`config.mk`:
```
export PLATFORM = sky130hd
export DESIGN_NAME = flow_sched
export DESIGN_NICKNAME = d
export VERILOG_FILES = /design/src/design/flow_sched_pkg.sv /design/src/design/flow_sched.sv /design/src/design/interval_tick.sv
export SDC_FILE = /design/constraint.sdc
export NUM_CORES = 1
export LEC_CHECK = 0
export BUFFER_PORTS_ARGS = -buffer_cell sky130_fd_sc_hd__buf_2
export CELL_PAD_IN_SITES_DETAIL_PLACEMENT = 0
export CELL_PAD_IN_SITES_GLOBAL_PLACEMENT = 1
export CORE_ASPECT_RATIO = 1.5
export CORE_MARGIN = 3
export CORE_UTILIZATION = 25
export DETAILED_ROUTE_END_ITERATION = 10
export HOLD_SLACK_MARGIN = 0.08
export PLACE_DENSITY_LB_ADDON = 0.1
export SLEW_MARGIN = 10
export SYNTH_ARGS = -nofsm -noshare
export SYNTH_HDL_FRONTEND = slang
export SYNTH_SLANG_ARGS = --single-unit
```
`constraint.sdc`:
```
create_clock -name ref_clk_i -period 8 [get_ports ref_clk_i]
set_input_delay 0.4 -clock ref_clk_i [delete_from_list [all_inputs] [get_ports ref_clk_i]]
set_output_delay 0.4 -clock ref_clk_i [all_outputs]
set_load 0.005 [all_outputs]
```
`src/design/flow_sched_pkg.sv`:
```
// Shared constants and types for the upstream flow scheduling policy block.
// Assumes a single 25 MHz clock domain and an APB register port with 32-bit data.
package flow_sched_pkg;

	// Register byte offsets
	localparam logic [7:0] CTRL_OFF = 8'h00;
	localparam logic [7:0] POLICY_OFF = 8'h04;
	localparam logic [7:0] ADMIT_OFF = 8'h08;
	localparam logic [7:0] POLL_IVL_OFF = 8'h0C;
	localparam logic [7:0] GRANT_IVL_OFF = 8'h10;
	localparam logic [7:0] GPI_OFF = 8'h14;
	localparam logic [7:0] IDLE_LIMIT_OFF = 8'h18;
	localparam logic [7:0] STATUS_OFF = 8'h1C;
	localparam logic [7:0] CREDIT_OFF = 8'h20;

	// Field positions
	localparam int CTRL_EN_BIT = 0;
	localparam int CTRL_SVC_LSB = 1;
	localparam int ST_ADMITTED_BIT = 0;
	localparam int ST_REJECTED_BIT = 1;
	localparam int ST_ACTIVE_BIT = 2;
	localparam int ST_OVERRUN_BIT = 3;
	localparam int ST_STEADY_BIT = 4;
	localparam int ST_AGRANTS_LSB = 8;
	localparam int SYNC_OVERRUN_BIT = 7;

	// Policy word checks: low bits that must be all ones or all zeros
	localparam logic [4:0] POLICY_STRICT_MASK = 5'h1F;
	localparam logic [2:0] POLICY_OPEN_MASK = 3'h0;

	// Overrun compensation: one credit per provisioned slot, one percent means
	// one hundred credits per extra grant, burst capped at three grants
	localparam logic [9:0] EXTRA_COST = 10'h064;
	localparam logic [9:0] CREDIT_CAP = 10'h12C;

	// Reset values
	localparam logic [6:0] GPI_RESET = 7'h01;
	localparam logic [7:0] IDLE_LIMIT_RESET = 8'h04;
	localparam logic [31:0] GRANT_IVL_RESET = 32'h0000_01F4;

	// Background poll spacing: one second at 40 ns per cycle
	localparam longint CLK_PERIOD_NS = 40;
	localparam longint BG_POLL_NS = 1000000000;
	localparam longint BG_POLL_CYCLES = BG_POLL_NS / CLK_PERIOD_NS;

	// Scheduling service types
	typedef enum logic [2:0] {
		best_effort,
		background_poll_service,
		periodic_poll_service,
		fixed_grant_service,
		fixed_grant_idle_detect_service
	} service_t;

	// Grant sync header carried by modem packets
	typedef struct packed {
		logic queue_overrun_flag;
		logic [6:0] active_grants;
	} grant_sync_header_t;

	// APB request bundle
	typedef struct packed {
		logic psel;
		logic penable;
		logic pwrite;
		logic [7:0] paddr;
		logic [31:0] pwdata;
	} apb_req_t;

	// APB answer bundle
	typedef struct packed {
		logic pready;
		logic [31:0] prdata;
		logic pslverr;
	} apb_rsp_t;

	// Scheduler outputs toward the upstream map builder
	typedef struct packed {
		logic poll;
		logic grant;
		logic extra;
	} sched_out_t;

endpackage : flow_sched_pkg

```
`src/design/flow_sched.sv`:
```
// Headend upstream scheduling policy for one service flow: admission, polls, grants.
// Assumes modem-side events arrive from logic on the same clock, one cycle pulses.
//
// Chosen here: the APB register port and the register offsets.
`timescale 1ns/1ns
module flow_sched
	import flow_sched_pkg::*;
#(
	parameter longint BG_POLL_DEFAULT = BG_POLL_CYCLES
) (
	// Clock and reset
	input wire logic ref_clk_i,
	input wire logic rst_n_i,
	// APB slave
	input wire logic psel_i,
	input wire logic penable_i,
	input wire logic pwrite_i,
	input wire logic [7:0] paddr_i,
	input wire logic [31:0] pwdata_i,
	output logic pready_o,
	output logic [31:0] prdata_o,
	output logic pslverr_o,
	// Modem events
	input wire logic sync_valid_i,
	input wire logic [7:0] sync_header_i,
	input wire logic grant_used_i,
	input wire logic grant_unused_i,
	input wire logic restart_req_i,
	// Scheduler outputs
	output logic poll_o,
	output logic grant_o,
	output logic extra_grant_o
);

	typedef struct packed {
		apb_rsp_t rsp;
		logic enable;
		service_t svc;
		logic [31:0] policy;
		logic [31:0] poll_ivl;
		logic [31:0] grant_ivl;
		logic [6:0] gpi;
		logic [7:0] idle_limit;
		logic admitted;
		logic rejected;
		logic active;
		logic overrun;
		logic [6:0] agrants;
		logic [6:0] applied;
		logic [7:0] unused_cnt;
		logic [7:0] grants_left;
		logic extra_left;
		logic restart_extra;
		logic [9:0] credit;
		logic reload;
		sched_out_t out;
	} state_t;
	state_t st;
	state_t next_st;

	// Reset release through two flip-flops
	logic [1:0] rst_sync;
	logic rst_n;
	always_ff @(posedge ref_clk_i or negedge rst_n_i) begin
		if (!rst_n_i) begin
			rst_sync <= 2'h0;
		end else begin
			rst_sync <= {rst_sync[0], 1'b1};
		end
	end
	assign rst_n = rst_sync[1];
	apb_req_t req;
	grant_sync_header_t hdr;
	logic poll_tick;
	logic grant_tick;
	logic grants_mode;
	logic polls_mode;
	logic steady;
	logic admit_ok;
	logic [6:0] want;
	logic [31:0] rd;
	logic hit;
	assign req = '{psel: psel_i, penable: penable_i, pwrite: pwrite_i, paddr: paddr_i, pwdata: pwdata_i};
	assign hdr = grant_sync_header_t'(sync_header_i);
	// Which behaviour the flow runs now
	assign grants_mode = st.admitted && st.enable && (st.svc == fixed_grant_service ||
		(st.svc == fixed_grant_idle_detect_service && st.active));
	assign polls_mode = st.admitted && st.enable && (st.svc == periodic_poll_service ||
		st.svc == background_poll_service ||
		(st.svc == fixed_grant_idle_detect_service && !st.active));
	assign steady = (st.applied == st.agrants) && !st.restart_extra;

	// Poll and grant interval timers
	interval_tick #(.WIDTH(32)) poll_timer (
		.clk_i(ref_clk_i),
		.rst_n_i(rst_n),
		.run_i(polls_mode),
		.reload_i(st.reload),
		.period_i(st.poll_ivl),
		.tick_o(poll_tick)
	);
	interval_tick #(.WIDTH(32)) grant_timer (
		.clk_i(ref_clk_i),
		.rst_n_i(rst_n),
		.run_i(grants_mode),
		.reload_i(st.reload),
		.period_i(st.grant_ivl),
		.tick_o(grant_tick)
	);

	// Admission check on the stored policy and service type
	always_comb begin
		case (st.svc)
			periodic_poll_service,
			fixed_grant_service,
			fixed_grant_idle_detect_service: admit_ok = (st.policy[4:0] == POLICY_STRICT_MASK);
			background_poll_service,
			best_effort: admit_ok = (st.policy[2:0] == POLICY_OPEN_MASK);
			default: admit_ok = 1'b0;
		endcase
	end
	// Read mux
	always_comb begin
		rd = '0;
		hit = 1'b1;
		case (req.paddr)
			CTRL_OFF: rd = {28'h0, st.svc, st.enable};
			POLICY_OFF: rd = st.policy;
			ADMIT_OFF: rd = {30'h0, st.rejected, st.admitted};
			POLL_IVL_OFF: rd = st.poll_ivl;
			GRANT_IVL_OFF: rd = st.grant_ivl;
			GPI_OFF: rd = {25'h0, st.gpi};
			IDLE_LIMIT_OFF: rd = {24'h0, st.idle_limit};
			STATUS_OFF: begin
				rd[ST_ADMITTED_BIT] = st.admitted;
				rd[ST_REJECTED_BIT] = st.rejected;
				rd[ST_ACTIVE_BIT] = st.active;
				rd[ST_OVERRUN_BIT] = st.overrun;
				rd[ST_STEADY_BIT] = steady;
				rd[ST_AGRANTS_LSB +: 7] = st.agrants;
			end
			CREDIT_OFF: rd = {22'h0, st.credit};
			default: hit = 1'b0;
		endcase
	end
	// Active grant request clipped to the provisioned count
	assign want = (st.agrants > st.gpi) ? st.gpi : st.agrants;
	// Next state
	always_comb begin
		next_st = st;
		next_st.reload = 1'b0;
		next_st.out = '0;
		next_st.rsp.pready = 1'b0;
		next_st.rsp.pslverr = 1'b0;
		// APB: answer one cycle into the access phase
		if (req.psel && req.penable && !st.rsp.pready) begin
			next_st.rsp.pready = 1'b1;
			next_st.rsp.prdata = req.pwrite ? 32'h0 : rd;
			next_st.rsp.pslverr = !hit;
		end
		// Writes take effect at the edge that samples pready high
		if (req.psel && req.penable && st.rsp.pready && req.pwrite) begin
			case (req.paddr)
				CTRL_OFF: begin
					next_st.enable = req.pwdata[CTRL_EN_BIT];
					next_st.svc = service_t'(req.pwdata[CTRL_SVC_LSB +: 3]);
					next_st.admitted = 1'b0;
				end
				POLICY_OFF: begin
					next_st.policy = req.pwdata;
					next_st.admitted = 1'b0;
				end
				ADMIT_OFF: begin
					next_st.admitted = admit_ok;
					next_st.rejected = !admit_ok;
					next_st.active = 1'b1;
					next_st.agrants = st.gpi;
					next_st.unused_cnt = '0;
					next_st.reload = 1'b1;
				end
				POLL_IVL_OFF: next_st.poll_ivl = req.pwdata;
				GRANT_IVL_OFF: next_st.grant_ivl = req.pwdata;
				GPI_OFF: next_st.gpi = req.pwdata[6:0];
				IDLE_LIMIT_OFF: next_st.idle_limit = req.pwdata[7:0];
				default: next_st.enable = st.enable;
			endcase
		end
		// Sync header from the modem
		if (sync_valid_i && st.admitted) begin
			next_st.overrun = hdr.queue_overrun_flag;
			if (st.svc == fixed_grant_idle_detect_service) begin
				next_st.agrants = hdr.active_grants;
				if (hdr.active_grants == 7'h00) begin
					next_st.active = 1'b0;
				end
			end
		end
		// Unused grant tracking for idle detection
		if (grant_used_i) begin
			next_st.unused_cnt = '0;
		end else if (grant_unused_i && st.svc == fixed_grant_idle_detect_service && st.active) begin
			next_st.unused_cnt = st.unused_cnt + 8'h01;
			if (st.unused_cnt + 8'h01 >= st.idle_limit) begin
				next_st.active = 1'b0;
				next_st.unused_cnt = '0;
			end
		end
		// Restart request received in a poll opportunity
		if (restart_req_i && st.admitted && st.svc == fixed_grant_idle_detect_service && !st.active) begin
			next_st.active = 1'b1;
			next_st.restart_extra = 1'b1;
			next_st.unused_cnt = '0;
			next_st.reload = 1'b1;
		end
		// Polls only in poll mode, never while the flow is in grant mode
		if (poll_tick && polls_mode) begin
			next_st.out.poll = 1'b1;
		end
		// Start of a grant interval
		if (grant_tick && grants_mode) begin
			if (st.svc == fixed_grant_idle_detect_service) begin
				next_st.grants_left = {1'b0, want} + {7'h0, st.restart_extra};
				next_st.applied = want;
			end else begin
				next_st.grants_left = {1'b0, st.gpi};
				next_st.applied = st.agrants;
			end
			next_st.restart_extra = 1'b0;
			// Earn one credit per provisioned slot, capped at a three grant burst
			if (st.credit + {3'h0, st.gpi} > CREDIT_CAP) begin
				next_st.credit = CREDIT_CAP;
			end else begin
				next_st.credit = st.credit + {3'h0, st.gpi};
			end
			if (st.overrun && steady && next_st.credit >= EXTRA_COST) begin
				next_st.extra_left = 1'b1;
				next_st.credit = next_st.credit - EXTRA_COST;
			end
		end else if (grants_mode && st.grants_left != 8'h00) begin
			next_st.out.grant = 1'b1;
			next_st.grants_left = st.grants_left - 8'h01;
		end else if (grants_mode && st.extra_left) begin
			next_st.out.grant = 1'b1;
			next_st.out.extra = 1'b1;
			next_st.extra_left = 1'b0;
		end
		// Leaving grant mode drops what is queued
		if (!grants_mode) begin
			next_st.grants_left = '0;
			next_st.extra_left = 1'b0;
		end
	end

	// State register
	always_ff @(posedge ref_clk_i or negedge rst_n) begin
		if (!rst_n) begin
			st <= '0;
			st.svc <= best_effort;
			st.gpi <= GPI_RESET;
			st.idle_limit <= IDLE_LIMIT_RESET;
			st.grant_ivl <= GRANT_IVL_RESET;
			st.poll_ivl <= 32'(BG_POLL_DEFAULT);
		end else begin
			st <= next_st;
		end
	end
	assign pready_o = st.rsp.pready;
	assign prdata_o = st.rsp.prdata;
	assign pslverr_o = st.rsp.pslverr;
	assign poll_o = st.out.poll;
	assign grant_o = st.out.grant;
	assign extra_grant_o = st.out.extra;
	// Checks
	a_idle_exclusive: assert property (@(posedge ref_clk_i) disable iff (!rst_n)
		st.svc == fixed_grant_idle_detect_service |-> !(st.out.poll && st.out.grant))
		else $error("idle-detect flow polled and granted together");
	a_strict_reject: assert property (@(posedge ref_clk_i) disable iff (!rst_n)
		st.svc == periodic_poll_service && st.policy[4:0] != POLICY_STRICT_MASK |-> !st.admitted)
		else $error("periodic poll flow admitted with weak policy");
	a_idle_policy: assert property (@(posedge ref_clk_i) disable iff (!rst_n)
		st.svc == fixed_grant_idle_detect_service && st.policy[4:0] != POLICY_STRICT_MASK |-> !st.admitted)
		else $error("idle-detect flow admitted with weak policy");
	a_open_reject: assert property (@(posedge ref_clk_i) disable iff (!rst_n)
		(st.svc == background_poll_service || st.svc == best_effort) && st.policy[2:0] != POLICY_OPEN_MASK
		|-> !st.admitted)
		else $error("open flow admitted with restrictive policy");
	a_no_sched_unadmit: assert property (@(posedge ref_clk_i) disable iff (!rst_n)
		!$past(st.admitted) && !st.admitted |-> !st.out.poll && !st.out.grant)
		else $error("scheduling before admission");
	a_poll_on_tick: assert property (@(posedge ref_clk_i) disable iff (!rst_n)
		poll_tick && polls_mode |=> st.out.poll)
		else $error("poll opportunity missed on tick");
	a_grant_follows: assert property (@(posedge ref_clk_i) disable iff (!rst_n)
		grant_tick && grants_mode && st.gpi != 7'h00 && st.agrants != 7'h00 ##1 grants_mode |=> st.out.grant)
		else $error("grant missing after interval start");
	a_extra_steady: assert property (@(posedge ref_clk_i) disable iff (!rst_n)
		$rose(st.extra_left) |-> $past(st.overrun) && $past(st.applied == st.agrants))
		else $error("extra grant outside steady state");
	a_credit_cap: assert property (@(posedge ref_clk_i) disable iff (!rst_n)
		st.credit <= CREDIT_CAP)
		else $error("overrun credit above burst cap");
	a_idle_down: assert property (@(posedge ref_clk_i) disable iff (!rst_n)
		st.active && grant_unused_i && !grant_used_i && !restart_req_i && !(sync_valid_i)
		&& st.svc == fixed_grant_idle_detect_service && st.unused_cnt + 8'h01 >= st.idle_limit |=> !st.active)
		else $error("idle limit reached but flow stays active");
	a_restart_extra: assert property (@(posedge ref_clk_i) disable iff (!rst_n)
		$rose(st.active) && st.restart_extra |-> st.reload)
		else $error("restart without timer reload");

	c_reject: cover property (@(posedge ref_clk_i) disable iff (!rst_n) $rose(st.rejected));
	c_restart: cover property (@(posedge ref_clk_i) disable iff (!rst_n) $rose(st.restart_extra));
	c_extra: cover property (@(posedge ref_clk_i) disable iff (!rst_n) st.out.extra);
	c_go_idle: cover property (@(posedge ref_clk_i) disable iff (!rst_n) $fell(st.active));

endmodule : flow_sched

```
`src/design/interval_tick.sv`:
```
// Reloadable interval counter that emits a one-cycle tick each period.
// Assumes the period input is held stable by its owner between reloads.
`timescale 1ns/1ns
module interval_tick #(
	parameter int WIDTH = 32
) (
	// Clock and reset
	input wire logic clk_i,
	input wire logic rst_n_i,
	// Control
	input wire logic run_i,
	input wire logic reload_i,
	input wire logic [WIDTH-1:0] period_i,
	// Event
	output logic tick_o
);

	typedef struct packed {
		logic [WIDTH-1:0] count;
		logic tick;
	} tick_state_t;

	tick_state_t st;
	tick_state_t next_st;

	// Count down, tick on expiry and reload
	always_comb begin
		next_st = st;
		next_st.tick = 1'b0;
		if (!run_i || reload_i) begin
			next_st.count = period_i;
		end else if (st.count <= WIDTH'(1)) begin
			next_st.tick = 1'b1;
			next_st.count = period_i;
		end else begin
			next_st.count = st.count - WIDTH'(1);
		end
	end

	always_ff @(posedge clk_i or negedge rst_n_i) begin
		if (!rst_n_i) begin
			st <= '0;
		end else begin
			st <= next_st;
		end
	end

	assign tick_o = st.tick;

endmodule : interval_tick

```
==> run summary <==
OUTCOME
--------------------------------------------------------------------------------------
Outcome                                                                   finished, final reports clean

WORST SETUP PATH
--------------------------------------------------------------------------------------
Slowest stage cell on the critical path                                   sky130_fd_sc_hd__dfstp_2
Required @ worst endpoint                                                      8.46 ns
Cells along the critical path                                             ha_1 > inv_1 > fa_1 > nand2b_1 > a211oi_1 > o211a_1 > nor3_1 > nor3_2 > and2_1 > nor2_1 > ha_1 > nand3_1 > nand3_1 > a21oi_2 > mux2i_1 > a21oi_1
Endpoint class of the critical path                                          flip-flop
Delay of the slowest cell on the worst path                                    0.62 ns
Buffering stage count on the worst path with inverters included                      1
Critical path data arrival time                                                4.78 ns
Worst setup path startpoint                                               st[58]$_DFFE_PN1P_
Cell family with most CP delay                                            simple AND/OR/NAND/NOR gates
Startpoint-to-endpoint class of the critical path                         flip-flop to flip-flop
Worst flop-to-flop path endpoint                                          st[9]$_DFFE_PN0P_
Flop-to-flop setup slack                                                       3.68 ns
Startpoint of the worst register-to-register path                         st[58]$_DFFE_PN1P_
Register-to-Register Path Depth                                                     16
Element type at the critical path start                                      flip-flop
Largest fanout on the critical path                                                  9

TIMING
--------------------------------------------------------------------------------------
Final worst-path cycle share                                                     54.0%
Highest clock frequency the design can meet                                  0.231 GHz
Count of endpoints failing hold in the final timing report                           0
Setup slack of the critical path after layout                                  3.68 ns
Endpoints failing setup                                                              0
Final slew viol count                                                                0
Shortest period the worst path allows                                          4.32 ns
Unrepaired setup endpoints after global routing                                     no
Setup clock skew after layout                                                0.0345 ns
Relative slew slack                                                              22.5%
Measured slew at the worst slew-check pin                                      1.16 ns
Accumulated negative setup slack                                                  0 ns

POWER AND IR DROP
--------------------------------------------------------------------------------------
Fraction of power consumed by the clock network                                  49.8%
Switching power as a share of total power                                        23.1%
Part of the total power dissipated in combinational logic                         4.1%
Static leakage                                                                 7.72 nW
Internal Pwr Total                                                           0.00228 W
VDD IR max                                                                    0.145 mV
Net switching power                                                         0.000684 W
Power per unit of standard cell area                                        184 nW/µm²
Portion of total power attributed to sequential cells                            46.1%

FINISH
--------------------------------------------------------------------------------------
Fraction of layout cells with a size suffix above 1                              22.9%
Area grow syn2layout                                                             15.9%
Inserted Diodes                                                                      0
Net count of the finished layout                                                  1503
Filler cell count in the final layout                                             5748
Commonest non-fill, non-tap cell in the layout                            sky130_fd_sc_hd__dfrtp_1
Top library cells by usage in the layout, fill and taps aside             246 x sky130_fd_sc_hd__dfrtp_1, 122 x sky130_fd_sc_hd__mux2_2, 118 x sky130_fd_sc_hd__nand2_1

CTS
--------------------------------------------------------------------------------------
TritonCTS clock tree                                                              done
Total clock buffers created by CTS                                                  31
H-Tree Level Count                                                                   1
Cts repair resizes                                                                   0
Post-CTS setup buffers                                                               0
Hold-fix buffers at CTS                                                             22
Clk Tree Root Cell                                                        sky130_fd_sc_hd__clkbuf_16
Clock sink count                                                                   267
Worst-path clk slew                                                            0.06 ns
Skew-Pair Late Insertion Delay                                                 0.59 ns
Buffer depth of the longest clock path                                               3

YOSYS
--------------------------------------------------------------------------------------
Syn avg cell area                                                             10.4 µm²
Leading register cell type out of synthesis                               sky130_fd_sc_hd__dfrtp_1
Share of the yosys chip area belonging to registers                              48.1%
Synthesized net count                                                             1436
Post-synthesis sequential element count                                            267
Total number of yosys warnings                                                       0
Number of enable-type register cells in the synthesized netlist                      0
Number of distinct standard cells referenced by the synthesized netlist             79
Count of mapped cells out of synthesis                                            1345
Asr flop ratio synth                                                              100%
Synthesized cell area                                                        13900 µm²

ROUTING
--------------------------------------------------------------------------------------
DRC marker count from the first detailed-route iteration                           530
Per-cell routed wire length                                                    22.6 µm
Detailed route wirelength on metal3                                            1250 µm
Routed wl met2                                                                25700 µm
Highest metal layer used by the detailed router                                   met5
# DRC                                                                                0
Antenna Nets Post-Route                                                              0
Routed metal-1 wire length                                                    19400 µm
Overall routed net length                                                     48100 µm
Via count                                                                        10500
Detail-routed via count per cell                                                  4.94
Detailed-router iteration count before antenna repair                                8

HOLD PATH
--------------------------------------------------------------------------------------
Worst hold start                                                          pwdata_i[10]
Endpoint of the worst hold path                                           st[107]$_DFFE_PN0P_
Worst Hold Class                                                          input port to flip-flop
Hold depth                                                                           2

DIE
--------------------------------------------------------------------------------------
DIE AREA                                                                     58700 µm²
Die boundary height                                                             295 µm
Overall die width                                                               199 µm
Initial standard-cell utilization of the core                                    25.4%
Ports                                                                               94
Core footprint                                                               54900 µm²
Site row count                                                                     105

GLOBAL ROUTE
--------------------------------------------------------------------------------------
Initial antenna violation count                                                      1
Via count of the first global-routing pass                                       11200
First-pass GRT wire length                                                    72400 µm
GRT Overall Usage                                                                16.4%
Largest net degree at the start of global routing                                  160
Sum of overflow across all layers after global routing                               0

PLACED DESIGN
--------------------------------------------------------------------------------------
Number of buffers added on ports                                                    93
Routability-driven placement congestion ratio                                    0.839
HPWL after DPL                                                                34000 µm
Post-Place Worst Slack                                                         3.65 ns

JOB
--------------------------------------------------------------------------------------
MaxCap Viol Count                                                                    0

[power by group through the flow]
stage,clock network [W],logic [W],registers [W]
floorplan,0,0.0000464,0.00140
global placement,0,0.000117,0.00139
detailed placement,0,0.000117,0.00139
CTS,0.00154,0.000127,0.00137
global route,0.00159,0.000137,0.00137
finish,0.00148,0.000121,0.00137
[sequential cells by signal, summed over array words and instances (netlist names)]
register            flops
grant_o                 1
poll_timer.tick_o       1
poll_o                  1
pslverr_o               1
st                    162
extra_grant_o           1
pready_o                1
grant_timer.tick_o      1
poll_timer.st          32
grant_timer.st         32
rst_sync                2
prdata_o               32
[area by class of cell]
| type | count | area, µm² | share of cell area, % |
|---|---|---|---|
| clock buffer | 48 | 920 | 5.70 |
| inverter | 40 | 150 | 0.930 |
| tap | 695 | 870 | 5.39 |
| timing repair buffer | 131 | 818 | 5.07 |
| multi-input combinational | 941 | 6550 | 40.6 |
| clock inverter | 9 | 130 | 0.806 |
| sequential | 267 | 6710 | 41.6 |
[Yosys cell counts, drive strengths merged, types with 4 or more instances]
master / instances / share of area (%)
dfrtp: 247 / 44
nand2: 123 / 3.4
mux2: 122 / 9.9
nor2: 112 / 3.0
o21ai: 88 / 3.2
a21oi: 68 / 2.5
buf: 53 / 2.7
xnor2: 49 / 3.1
clkbuf: 44 / 1.2
inv: 40 / 1.1
ha: 33 / 3.0
nor3: 31 / 1.2
xor2: 31 / 1.9
nand3: 27 / 0.97
a222oi: 23 / 1.7
a22oi: 23 / 1.2
a22o: 21 / 1.3
dfstp: 20 / 3.8
nor4: 20 / 1.0
a31oi: 12 / 0.54
or3: 11 / 0.57
nand4: 10 / 0.45
and2: 9 / 0.40
o31ai: 9 / 0.52
or4: 9 / 0.51
a21o: 8 / 0.43
mux2i: 8 / 0.57
nand3b: 7 / 0.38
and3: 6 / 0.27
nand2b: 6 / 0.27
nor2b: 6 / 0.27
a221oi: 5 / 0.31
o21a: 5 / 0.27
or2: 5 / 0.22
a211oi: 4 / 0.22
nor3b: 4 / 0.25
o41ai: 4 / 0.25
[logic make-up after synthesis]
family / count (synthesis) / synth area share (%)
flip-flops: 267 / 48.1
AO/OA/AOI/OAI: 299 / 14.3
multiplexers: 130 / 10.4
adder cells (fa/ha/maj): 34 / 3.11
AND/OR/NAND/NOR: 397 / 14.0
XOR/XNOR: 80 / 5.03
other: 1 / 0.0269
buffers and inverters: 137 / 4.96
[metal layers]
layer / global-route usage, % / up-vias
met2: 30.8 / 187
met3: 1.80 / 67
li1: - / 4968
met4: 5.78 / 2
met1: 19.0 / 5299
met5: 0 / -
[worst max-delay path by stage]
| stage | to | depth (start not counted) |
|---|---|---|
| 6_report | st[9]$_DFFE_PN0P_ | 16 |
| 5_1_grt | st[8]$_DFFE_PN0P_ | 16 |
| 4_1_cts | st[9]$_DFFE_PN0P_ | 16 |
| 3_5_place_dp | st[9]$_DFFE_PN0P_ | 16 |
| 3_3_place_gp | st[9]$_DFFE_PN0P_ | 16 |
| 2_1_floorplan | extra_grant_o$_DFF_PN0_ | 0 |
[stage by stage]
| step | utilization, % | instances | hold WS (ns) | cell area (µm²) | total power, W |
|---|---|---|---|---|---|
| 2_1_floorplan | - | 1345 | 0.104 | 13900 | 0.00145 |
| 3_3_place_gp | 27.1 | 2052 | 0.188 | 14900 | 0.00151 |
| 3_5_place_dp | 27.1 | 2052 | 0.193 | 14900 | 0.00151 |
| 4_1_cts | 29.4 | 2131 | 0.0808 | 16100 | 0.00303 |
| 5_1_grt | 29.4 | 2131 | 0.0919 | 16100 | 0.00309 |
| 6_report | 29.4 | 2131 | 0.120 | 16100 | 0.00296 |
Note: power is estimated with default switching activity, not from simulation.
